`src/common/lioc_map.svh`:
```
// register map, field positions, reset values and timing counts for the input/open-loop control block
`ifndef LIOC_MAP_SVH
`define LIOC_MAP_SVH

`define LIOC_ADDR_W          4
`define LIOC_DATA_W          8
`define LIOC_CTRL_ADDR       4'h0
`define LIOC_PERIOD_ADDR     4'h1
`define LIOC_STATUS_ADDR     4'h2
`define LIOC_DUTY_ADDR       4'h3
`define LIOC_FREQ_ADDR       4'h4
`define LIOC_MODE_LSB        0
`define LIOC_MODE_W          3
`define LIOC_OPEN_LOOP_BIT   3
`define LIOC_ANALOG_BIT      4
`define LIOC_RATE_BIT        5
`define LIOC_CTRL_RST        8'h00
`define LIOC_PERIOD_RST      7'h00
`define LIOC_MODE_RTP        3'h5
`define LIOC_MODE_LIB        3'h0
`define LIOC_MODE_EXT        3'h3
`define LIOC_MODE_A2V        3'h4
`define LIOC_PWM_DIV         128
`define LIOC_PWM_DIV_LOG2    7
`define LIOC_CNT_W           16

`endif

```
`src/common/lioc_pkg.sv`:
```
// types shared by the input/open-loop control block
package lioc_pkg;

  typedef enum logic [1:0] {
    LIOC_SRC_NONE   = 2'b00,
    LIOC_SRC_PWM    = 2'b01,
    LIOC_SRC_ANALOG = 2'b10
  } lioc_src_t;

  typedef enum logic [1:0] {
    LIOC_FREQ_AUTO  = 2'b00,
    LIOC_FREQ_PWM   = 2'b01,
    LIOC_FREQ_FIXED = 2'b10
  } lioc_freq_t;

  typedef struct packed {
    logic [2:0] mode;
    logic       open_loop_select;
    logic       analog_select;
    logic       amplitude_update_rate;
  } lioc_ctrl_t;

  typedef struct packed {
    lioc_src_t  src;
    lioc_freq_t freq_src;
    logic       amp_update;
    logic       illegal_combo;
  } lioc_drive_t;

endpackage

```
`src/core/lioc_pwm_meas.sv`:
```
// measures duty and period of the synchronised pwm input
`timescale 1ns/10ps
`include "lioc_map.svh"
module lioc_pwm_meas
  import lioc_pkg::*;
#(
  parameter int CNT_W = `LIOC_CNT_W
) (
  input  wire logic             ref_clk,
  input  wire logic             rst,
  input  wire logic             pwm_in,
  output logic      [CNT_W-1:0] high_cnt,
  output logic      [CNT_W-1:0] period_cnt,
  output logic                  period_done
);

  typedef struct packed {
    logic             prev;
    logic [CNT_W-1:0] hi_acc;
    logic [CNT_W-1:0] per_acc;
    logic [CNT_W-1:0] hi_r;
    logic [CNT_W-1:0] per_r;
    logic             done;
  } lioc_meas_st_t;

  lioc_meas_st_t st_r;
  lioc_meas_st_t st_nxt;

  // ************************************************************
  // rising edge closes one pwm period
  // ************************************************************
  always_comb begin
    st_nxt      = st_r;
    st_nxt.prev = pwm_in;
    st_nxt.done = 1'b0;
    if (pwm_in && !st_r.prev) begin
      st_nxt.hi_r    = st_r.hi_acc;
      st_nxt.per_r   = st_r.per_acc;
      st_nxt.done    = 1'b1;
      st_nxt.hi_acc  = CNT_W'(1);
      st_nxt.per_acc = CNT_W'(1);
    end else begin
      if (st_r.per_acc != '1) begin
        st_nxt.per_acc = st_r.per_acc + CNT_W'(1);
      end
      if (pwm_in && st_r.hi_acc != '1) begin
        st_nxt.hi_acc = st_r.hi_acc + CNT_W'(1);
      end
    end
  end

  always_ff @(posedge ref_clk or posedge rst) begin
    if (rst) begin
      st_r <= '0;
    end else begin
      st_r <= st_nxt;
    end
  end

  assign high_cnt    = st_r.hi_r;
  assign period_cnt  = st_r.per_r;
  assign period_done = st_r.done;

endmodule

```
`src/core/lioc_ctrl.sv`:
```
// input source and open-loop drive control with register port
`timescale 1ns/10ps
`include "lioc_map.svh"
// Contract
// RL1: In mode 3 the input pin is read as pwm when the source bit is 0 and as analog when it is 1.
// RL2: In pwm input mode the waveform amplitude follows the duty cycle on the input pin.
// RL3: In analog input mode the waveform amplitude follows the analog level on the input pin.
// RL4: With open-loop set the actuator is driven at the selected frequency, otherwise auto-resonance is used.
// RL5: Open-loop drive with pwm input takes its commutation frequency as the pwm frequency divided by 128.
// RL6: The host must run the pwm at 128 times the actuator resonant frequency in open-loop pwm drive.
// RL7: In real-time, library and audio-to-vibration modes open-loop frequency comes from the 7-bit period field.
// RL8: The host must not combine open-loop drive with analog input.
// RL9: The update rate bit selects one amplitude update per cycle when 0 and two when 1.
module lioc_ctrl
  import lioc_pkg::*;
#(
  parameter int ADDR_W = `LIOC_ADDR_W,
  parameter int DATA_W = `LIOC_DATA_W,
  parameter int CNT_W  = `LIOC_CNT_W,
  parameter int ADC_W  = 8
) (
  input  wire logic              ref_clk,
  input  wire logic              rst,
  input  wire logic [ADDR_W-1:0] reg_addr,
  input  wire logic [DATA_W-1:0] reg_wdata,
  input  wire logic              reg_wr,
  input  wire logic              reg_rd,
  output logic      [DATA_W-1:0] reg_rdata,
  input  wire logic              input_trigger_pin,
  input  wire logic [ADC_W-1:0]  analog_level,
  output logic      [7:0]        drive_amplitude,
  output logic                   amplitude_strobe,
  output logic      [CNT_W-1:0]  commutation_period,
  output logic                   open_loop_active,
  output logic      [1:0]        amplitude_update_count
);

  typedef struct packed {
    logic [1:0]       pin_sync;
    lioc_ctrl_t       ctrl;
    logic [6:0]       fixed_drive_period;
    lioc_drive_t      drive;
    logic [7:0]       amp;
    logic             amp_stb;
    logic [CNT_W-1:0] comm_per;
    logic [DATA_W-1:0] rdata;
    logic             odd_half;
    logic [CNT_W-1:0] half_cnt;
    logic             ol_act;
    logic [1:0]       upd_cnt;
  } lioc_state_t;

  lioc_state_t st_r;
  lioc_state_t st_nxt;

  logic [CNT_W-1:0] high_cnt;
  logic [CNT_W-1:0] period_cnt;
  logic             period_done;

  // ************************************************************
  // pwm period and duty measurement
  // ************************************************************
  lioc_pwm_meas #(
    .CNT_W (CNT_W)
  ) u_meas (
    .ref_clk     (ref_clk),
    .rst         (rst),
    .pwm_in      (st_r.pin_sync[1]),
    .high_cnt    (high_cnt),
    .period_cnt  (period_cnt),
    .period_done (period_done)
  );

  function automatic logic [7:0] duty_scale(input logic [CNT_W-1:0] hi, input logic [CNT_W-1:0] per);
    logic [CNT_W+7:0] num;
    logic [CNT_W+7:0] q;
    num = {hi, 8'h00} - {8'h00, hi};
    q   = (per == '0) ? '0 : num / {8'h00, per};
    duty_scale = (q > (CNT_W+8)'(8'hFF)) ? 8'hFF : q[7:0];
  endfunction

  function automatic logic [7:0] analog_scale(input logic [ADC_W-1:0] lvl);
    logic [15:0] wide;
    wide = 16'(lvl) << 8;
    analog_scale = wide[ADC_W+7 -: 8];
  endfunction

  // ************************************************************
  // next state
  // ************************************************************
  always_comb begin
    logic in_ext;
    logic fixed_mode;
    logic update_pt;
    logic half_pt;
    in_ext = 1'b0;
    fixed_mode = 1'b0;
    update_pt = 1'b0;
    half_pt = 1'b0;
    st_nxt          = st_r;
    st_nxt.pin_sync = {st_r.pin_sync[0], input_trigger_pin};
    st_nxt.amp_stb  = 1'b0;
    st_nxt.rdata    = '0;

    // ************************************************************
    // register write
    // ************************************************************
    if (reg_wr) begin
      case (reg_addr)
        `LIOC_CTRL_ADDR: begin
          st_nxt.ctrl.mode                  = reg_wdata[`LIOC_MODE_LSB +: `LIOC_MODE_W];
          st_nxt.ctrl.open_loop_select      = reg_wdata[`LIOC_OPEN_LOOP_BIT];
          st_nxt.ctrl.analog_select         = reg_wdata[`LIOC_ANALOG_BIT];
          st_nxt.ctrl.amplitude_update_rate = reg_wdata[`LIOC_RATE_BIT];
        end
        `LIOC_PERIOD_ADDR: st_nxt.fixed_drive_period = reg_wdata[6:0];
        default: ;
      endcase
    end

    // ************************************************************
    // register read
    // ************************************************************
    if (reg_rd) begin
      case (reg_addr)
        `LIOC_CTRL_ADDR:   st_nxt.rdata = DATA_W'({st_r.ctrl.amplitude_update_rate, st_r.ctrl.analog_select,
                                                   st_r.ctrl.open_loop_select, st_r.ctrl.mode});
        `LIOC_PERIOD_ADDR: st_nxt.rdata = DATA_W'(st_r.fixed_drive_period);
        `LIOC_STATUS_ADDR: st_nxt.rdata = DATA_W'({st_r.drive.illegal_combo, st_r.drive.amp_update,
                                                   st_r.drive.freq_src, st_r.drive.src});
        `LIOC_DUTY_ADDR:   st_nxt.rdata = DATA_W'(st_r.amp);
        `LIOC_FREQ_ADDR:   st_nxt.rdata = DATA_W'(st_r.comm_per >> `LIOC_PWM_DIV_LOG2);
        default:           st_nxt.rdata = '0;
      endcase
    end

    // ************************************************************
    // drive source
    // ************************************************************
    in_ext = (st_r.ctrl.mode == `LIOC_MODE_EXT);
    fixed_mode = (st_r.ctrl.mode == `LIOC_MODE_RTP) || (st_r.ctrl.mode == `LIOC_MODE_LIB) ||
                 (st_r.ctrl.mode == `LIOC_MODE_A2V);

    // source selection from mode and source bit [RL1]
    if (in_ext) begin
      st_nxt.drive.src = st_r.ctrl.analog_select ? LIOC_SRC_ANALOG : LIOC_SRC_PWM; // [RL1]
    end else begin
      st_nxt.drive.src = LIOC_SRC_NONE;
    end

    // open-loop frequency source, else auto-resonance [RL4]
    if (!st_r.ctrl.open_loop_select) begin
      st_nxt.drive.freq_src = LIOC_FREQ_AUTO; // [RL4]
    end else if (in_ext && !st_r.ctrl.analog_select) begin
      st_nxt.drive.freq_src = LIOC_FREQ_PWM; // [RL5]
    end else if (fixed_mode) begin
      st_nxt.drive.freq_src = LIOC_FREQ_FIXED; // [RL7]
    end else begin
      st_nxt.drive.freq_src = LIOC_FREQ_AUTO;
    end
    // unsupported pairing is flagged and drive falls back to auto-resonance [RL8]
    st_nxt.drive.illegal_combo = st_r.ctrl.open_loop_select && in_ext && st_r.ctrl.analog_select; // [RL8]
    st_nxt.drive.amp_update    = st_r.ctrl.amplitude_update_rate;
    st_nxt.ol_act              = (st_nxt.drive.freq_src != LIOC_FREQ_AUTO); // [RL4]
    st_nxt.upd_cnt             = st_nxt.drive.amp_update ? 2'h2 : 2'h1; // [RL9]

    case (st_r.drive.freq_src)
      LIOC_FREQ_PWM: begin
        if (period_done) begin
          st_nxt.comm_per = period_cnt << `LIOC_PWM_DIV_LOG2; // [RL5] [RL6]
        end
      end
      LIOC_FREQ_FIXED: st_nxt.comm_per = CNT_W'(st_r.fixed_drive_period) << `LIOC_PWM_DIV_LOG2; // [RL7]
      default: st_nxt.comm_per = '0;
    endcase

    // ************************************************************
    // amplitude update
    // ************************************************************
    // once per pwm period, plus once halfway when the rate bit is set [RL9]
    if (period_done) begin
      st_nxt.half_cnt = CNT_W'(1);
    end else if (st_r.half_cnt != '1) begin
      st_nxt.half_cnt = st_r.half_cnt + CNT_W'(1);
    end
    half_pt   = st_r.ctrl.amplitude_update_rate && !st_r.odd_half && (st_r.half_cnt > CNT_W'(1)) &&
                (st_r.half_cnt == (period_cnt >> 1)); // [RL9]
    update_pt = period_done || half_pt;
    if (period_done) begin
      st_nxt.odd_half = 1'b0;
    end else if (half_pt) begin
      st_nxt.odd_half = 1'b1;
    end
    case (st_r.drive.src)
      LIOC_SRC_PWM: begin
        if (update_pt) begin
          st_nxt.amp     = duty_scale(high_cnt, period_cnt); // [RL2] [RL9]
          st_nxt.amp_stb = 1'b1;
        end
      end
      LIOC_SRC_ANALOG: begin
        st_nxt.amp     = analog_scale(analog_level); // [RL3]
        st_nxt.amp_stb = (st_r.amp != analog_scale(analog_level));
      end
      default: st_nxt.amp = st_r.amp;
    endcase
  end

  always_ff @(posedge ref_clk or posedge rst) begin
    if (rst) begin
      st_r         <= '0;
      st_r.upd_cnt <= 2'h1;
    end else begin
      st_r <= st_nxt;
    end
  end

  assign reg_rdata              = st_r.rdata;
  assign drive_amplitude        = st_r.amp;
  assign amplitude_strobe       = st_r.amp_stb;
  assign commutation_period     = st_r.comm_per;
  assign open_loop_active       = st_r.ol_act;
  assign amplitude_update_count = st_r.upd_cnt; // [RL9]

endmodule

```
`config.mk`:
```
export PLATFORM = sky130hd
export DESIGN_NAME = lioc_ctrl
export DESIGN_NICKNAME = d
export VERILOG_FILES = /design/src/common/lioc_pkg.sv /design/src/core/lioc_pwm_meas.sv /design/src/core/lioc_ctrl.sv
export VERILOG_INCLUDE_DIRS = /design/src /design/src/common
export SDC_FILE = /design/constraint.sdc
export NUM_CORES = 1
export LEC_CHECK = 0
export BUFFER_PORTS_ARGS = -buffer_cell sky130_fd_sc_hd__buf_2
export CORE_ASPECT_RATIO = 1.1
export CORE_MARGIN = 2
export CORE_UTILIZATION = 60
export CTS_CLUSTER_DIAMETER = 120
export DETAILED_ROUTE_END_ITERATION = 6
export GPL_ROUTABILITY_DRIVEN = 0
export MAX_ROUTING_LAYER = met4
export PLACE_DENSITY = 0.85
export SLEW_MARGIN = 20
export SYNTH_ARGS = -nofsm -noshare
export SYNTH_HDL_FRONTEND = slang
export SYNTH_SLANG_ARGS = --single-unit
```
`constraint.sdc`:
```
create_clock -name ref_clk -period 61.6 [get_ports ref_clk]
set_clock_uncertainty 0.1 [all_clocks]
set_input_delay 3.08 -clock ref_clk [delete_from_list [all_inputs] [get_ports ref_clk]]
set_output_delay 3.08 -clock ref_clk [all_outputs]
set_load 0.02 [all_outputs]
```
-- Word-level counts from Yosys, hierarchy flattened
Index checks and enable logic that the tools add are counted.
- add/sub/neg operators: 4
- divide/modulo/power cells: 1
- order comparisons: 2
- eq/ne operators: 18
- muxes and demuxes: 23
- reduce and logical (&&, ||, !) cells: 26
- operators by type and width (cell ; count):
    16-bit 2-to-1 mux ; 5
    16-bit by 1-bit adder with 16-bit output (second input constant) ; 3
    16-bit != test (second input constant) ; 3
    8-bit one-hot mux with 5 select lines ; 1
    32-bit 2-to-1 mux ; 1
    16-bit one-hot mux with 2 select lines ; 1
    24-bit by 16-bit divider with 24-bit output ; 1
    24-bit by 8-bit greater-than comparator with 1-bit output (second input constant) ; 1
    24-bit 2-to-1 mux ; 1
    24-bit by 16-bit subtractor with 24-bit output ; 1
    16-bit by 15-bit equality test with 1-bit output ; 1
    16-bit by 1-bit greater-than comparator with 1-bit output (second input constant) ; 1
    16-bit logical NOT ; 1
    8-bit 2-to-1 mux ; 2
    8-bit one-hot mux with 2 select lines ; 1
    2-bit 2-to-1 mux ; 6
    2-bit nonzero test ; 6
    9-bit 2-to-1 mux ; 1
    4-bit by 2-bit equality test with 1-bit output (second input constant) ; 2
    1-bit logical AND ; 8
    8-bit != test ; 1
    3-bit equality test (second input constant) ; 2
    2-bit AND reduction ; 3
    2-bit by 1-bit equality test with 1-bit output (second input constant) ; 2
    other kinds (12) ; 19
- register bits after elaboration: 140
- output and inout bits: 36
- word-level logic and storage cells: 98

-- Depth between registers and ports, before layout
- depth in word-level cells: 7
- mapped depth: 271
- gate-level depth less buffers: 252

-- Cells and area by module
Synthesis repeated with hierarchy kept, for this count alone.
- cell total of the unflattened synthesis: 2924
- area total of the unflattened synthesis: 22370.2 um^2
- modules (own cells, without submodules) (module ; instances ; cells each ; area each (um^2) ; seq. area each (um^2)):
    lioc_ctrl ; 1 ; 2558 ; 19053.3 ; 1652.8
    lioc_pwm_meas ; 1 ; 366 ; 3316.9 ; 1651.6

-- Least setup slack after synthesis
No wires, ideal clock.
- path type: register to register
- from: register u_meas.st_r, in the netlist u_meas.high_cnt[12]
- to: register st_r, in the netlist drive_amplitude[0]
- library setup time: 0.123 ns
- data arrival time: 51.372 ns
- required time: 61.377 ns
- setup slack: 10.004 ns
- cell stages (with the launch flop): 253
- buffers on the path: 22
- period minus slack after synthesis: 51.596 ns
- cell sequence: dfrtp_1 inv_1 ha_1 clkbuf_1 and3_1 nand4_1 and3_1 o311ai_1 ha_1 nand4_1 nor3_1 nand4b_1 nor4_1 nand4b_1 a21boi_0 ha_1 o21a_1 o21ai_0 [... 217 more ...] buf_6 nor2_1 a21oi_2 ha_1 a21oi_1 nor2b_1 o21ai_0 nand2b_1 a21oi_1 nor2b_1 o21ai_0 nand2b_1 a21oi_1 nor3_1 a2111oi_0 nand4_1 a2111o_1 o2bb2ai_1
- word-level cells in the longest chain between the ends: 7
- RTL lines (item ; line ; source):
    start: declaration ; lioc_pwm_meas.sv:26 ; lioc_meas_st_t st_r;
    start signal: assignment ; lioc_pwm_meas.sv:56 ; st_r <= st_nxt;
    24-bit by 16-bit subtractor with 24-bit output (*) ; lioc_ctrl.sv:77 ; num = {hi, 8'h00} - {8'h00, hi};
    24-bit by 16-bit divider with 24-bit output (*) ; lioc_ctrl.sv:78 ; q = (per == '0) ? '0 : num / {8'h00, per};
    24-bit 2-to-1 mux (*) ; lioc_ctrl.sv:78 ;
    24-bit by 8-bit greater-than comparator with 1-bit output ; lioc_ctrl.sv:79 ; duty_scale = (q > (CNT_W+8)'(8'hFF)) ? 8'hFF : q[7:0];
    8-bit 2-to-1 mux (*) ; lioc_ctrl.sv:79 ;
    9-bit 2-to-1 mux (*) ; lioc_ctrl.sv:196 ; if (update_pt) begin
    8-bit one-hot mux with 2 select lines (*) ; lioc_ctrl.sv:194 ; case (st_r.drive.src)
    end signal: assignment ; lioc_ctrl.sv:214 ; st_r <= st_nxt;
    end: declaration ; lioc_ctrl.sv:53 ; lioc_state_t st_r;
Mark *: on every way between the ends. The rest lies on a longest branch, timed or not. The select of a mux whose other input is x is not followed.
A chain may end at the register's enable or synchronous reset.

-- Final worst setup path
Same ends and word-level chain as after synthesis.

==> run summary <==
LAYOUT
------------------------------------------------------------------------------------
Total Nets Final                                                                3123
Total inserted antenna cells                                                       0
Commonest cells after routing, fill and taps aside                      ha_1, nor2_1, nand2_1, a21oi_1, o21ai_0
Final cell count without fillers                                                3306
Layout area overhead                                                          6.124%
Final design utilization                                                      64.96%
Most common cell after layout, fill and taps aside                              ha_1
FF+latch area                                                           0.003304 mm^2
Ratio of cells with drive above 1 in the final layout                         10.69%
Final-layout fill cell count                                                    2917
Multi-input logic area                                                  0.01755 mm^2

FLOORPLANNING
------------------------------------------------------------------------------------
IO Count                                                                          61
Overall die area                                                        0.03756 mm^2
Die boundary height                                                         203.1 um
Core box area                                                           0.03531 mm^2
Initial Utilization                                                           61.21%
Row cnt                                                                           72
Die X-Extent                                                                185.0 um

DETAILED ROUTING
------------------------------------------------------------------------------------
Post-route antenna net violation count                                             0
DR WL/cell                                                                  19.63 um
WL final                                                                    64900 um
Number of DRC markers after the initial detailed-route iteration                1770
DRT Pass-1 Iters                                                                   7
Remaining routing DRC violations                                                   0
Via density                                                                    6.733
Vias                                                                           22259

YOSYS
------------------------------------------------------------------------------------
Instance count of the mapped netlist                                            2814
Ys async rst share                                                            100.0%
Top cell type by total area after synthesis                                     ha_1
Number of storage elements in the synthesis netlist                              132
Mapped Avg Cell Area                                                      7.681 um^2
Post-synthesis instance area                                            0.02162 mm^2
Area fraction of the dominant cell type after synthesis                       16.50%
Part of the Yosys area used for sequential elements                           15.29%
Yosys warns                                                                        0
Number of distinct library cells after synthesis                                 105
EDFF count, synth                                                                  0
Dominant synthesized flop cell                                               dfrtp_1
Main area contributors after synthesis                                  ha_1, dfrtp_1, xnor2_1

GLOBAL ROUTING
------------------------------------------------------------------------------------
Largest net degree at the start of global routing                                 88
Initial antenna violation count                                                    0
Residual overflow from global routing                                              0
Aggregate global-route resource usage                                         35.11%
Wire length of the first global-routing pass                               105300 um
Number of global-route vias before repair                                      21790

CLOCKING
------------------------------------------------------------------------------------
H-tree Lvls                                                                        4
Register clock-pin slew on the reported worst setup and hold paths             60 ps
Clock buffer count from CTS                                                       17
Clock sinks                                                                      132
Number of buffers on the longest clock path                                        2
Number of buffers inserted for hold repair after clock tree synthesis              0
CTS tree                                                                         yes
Clock latency of the later-clocked register in the worst-skew pair            420 ps
CTS root buffer                                                            clkbuf_16

RUN STATUS
------------------------------------------------------------------------------------
Run status                                                              finished clean

STA
------------------------------------------------------------------------------------
Slew margin rel.                                                              30.61%
Final count of hold timing violations                                              0
Worst slew pin tran                                                          1040 ps
Period Utilization, post-route                                                93.89%
Maximum achievable frequency                                               17.29 MHz
Setup-failing EPs final                                                            0
Max-slew violation count                                                           0
Fin Hold WS                                                                 247.2 ps
Final period demand of the worst path                                       57840 ps

MIN PATH
------------------------------------------------------------------------------------
Type of the most critical hold path                                          reg2reg
Cell depth of the worst min-delay path                                             0
Min-Delay Startpoint                                                    st_nxt[73]$_DFF_PP0_
End of the worst hold path                                              st_r[73]$_DFF_PP0_

PLACE
------------------------------------------------------------------------------------
HPWL after detailed placement                                               49200 um
Placed Instances                                                                3272
Port Buffer Count                                                                 52

WORST SETUP PATH
------------------------------------------------------------------------------------
Capture point of the worst reg-to-reg path                              drive_amplitude[0]$_DFFE_PP0P_
Worst Reg2Reg Path Length in Cells                                               240
Highest fanout seen on the critical path                                          32
Worst Setup Start Kind                                                          flop
Launch instance of the worst register-to-register path                  u_meas.high_cnt[12]$_DFFE_PP0P_
Crit end category                                                               flop
Setup Crit Path Kind                                                         reg2reg
CP arrival                                                                  58030 ps
CP bufs+invs                                                                       8
Largest delay contributor family on the critical path                   compound AO/OA/AOI/OAI gates
CP max-delay cell                                                              or4_1
Slowest cell delay on critical path                                           610 ps
Worst EP required                                                           61800 ps
Reg-to-reg slack, setup                                                      3760 ps

FLOW RUN
------------------------------------------------------------------------------------
Max Cap Viol                                                                       0

Yosys cell counts (11+ instances only):
cell      number
o21a_1        94
a21oi_1      184
xor2_1        77
nor2_1       265
a31oi_1       31
o31ai_1       38
nor2b_1       32
and3_1        28
nand2_1      260
and2_1        33
clkbuf_1      57
o211ai_1      31
nand3b_1      12
a22o_1        11
o21ai_1       12
mux2_2        82
ha_1         285
nor4_1        32
a211o_1       17
a21o_1        59
or3_1         36
dfrtp_1      131
mux2i_1       14
o21ai_0      158
a211oi_1      19
nand2b_1      26
or2_2         20
xnor2_1      136
nand4_1       53
nand3_1       61
o31a_1        11
buf_4         35
o21bai_1      17
a21boi_0      19
nor3_1       111
a22oi_1       12
inv_1        112
or4_1         14
metal layers:
layer  vias up  GRT usage [%]  share of wire (%)
li1      10449              -                  -
met1     10345          40.00                 39
met2      1139          58.63                 47
met3       326          5.309                8.3
met4         0          20.04                6.4
met5         -              -                  0
worst max-delay path by stage:
stage	from	end	slack [ps]	cells past startpoint
after floorplan	u_meas.high_cnt[12]$_DFFE_PP0P_	drive_amplitude[0]$_DFFE_PP0P_	10000	252
after global placement	u_meas.high_cnt[12]$_DFFE_PP0P_	drive_amplitude[0]$_DFFE_PP0P_	2820	234
after detailed placement	u_meas.high_cnt[12]$_DFFE_PP0P_	drive_amplitude[0]$_DFFE_PP0P_	1500	236
after CTS	u_meas.high_cnt[12]$_DFFE_PP0P_	drive_amplitude[0]$_DFFE_PP0P_	1100	237
after global routing	u_meas.high_cnt[12]$_DFFE_PP0P_	drive_amplitude[0]$_DFFE_PP0P_	-90	242
final	u_meas.high_cnt[12]$_DFFE_PP0P_	drive_amplitude[0]$_DFFE_PP0P_	3760	240
registers in the layout (all words and copies together) (netlist names):
signal,count
open_loop_active,1
reg_rdata,8
u_meas.period_done,1
commutation_period,9
drive_amplitude,8
amplitude_strobe,1
st_r,36
u_meas.period_cnt,16
st_nxt,2
u_meas.high_cnt,16
u_meas.st_r,33
amplitude_update_count,1
worst register-to-register path: cells and delay by family (launching register included):
family | cells | cell delay [ps]
compound gates | 139 | 33050
simple gates | 66 | 13920
fa+ha+maj | 25 | 7750
buf+inv | 8 | 1600
mux | 2 | 800
flops | 1 | 470
per-stage QoR:
| step | area, um^2 | setup WS (ps) | setup TNS [ps] |
|---|---|---|---|
| after floorplan | 21640 | 10000 | 0 |
| after global placement | 22150 | 2819 | 0 |
| after detailed placement | 22150 | 1495 | 0 |
| after CTS | 22750 | 1098 | 0 |
| after global routing | 22940 | -90.94 | -90.94 |
| final | 22940 | 3764 | 0 |
cell families after synthesis:
family / Yosys count / synth area share [%]
flops: 132 / 15.29
simple gates: 1031 / 23.57
compound gates: 836 / 26.43
buf+inv: 217 / 4.492
fa+ha+maj: 285 / 16.50
mux: 99 / 5.076
other cells: 1 / 0.01735
xor+xnor: 213 / 8.630
final cells by class:
class | count | area share (%)
Clock inverter | 12 | 0.6818
Multi-Input combinational cell | 2471 | 76.49
Clock buffer | 19 | 1.931
Inverter | 112 | 1.849
Tap cell | 481 | 2.624
Timing Repair Buffer | 79 | 2.018
Sequential cell | 132 | 14.40
timing repair:
action	in CTS	in global routing
endpoints found under the hold margin	0	0
gates resized for setup	0	40
endpoints found under the setup margin	0	2
setup buffers	0	3
Power is left out: the tool's default activity adds up to more than one toggle a clock period on the data nets, which glitch-free logic cannot reach.
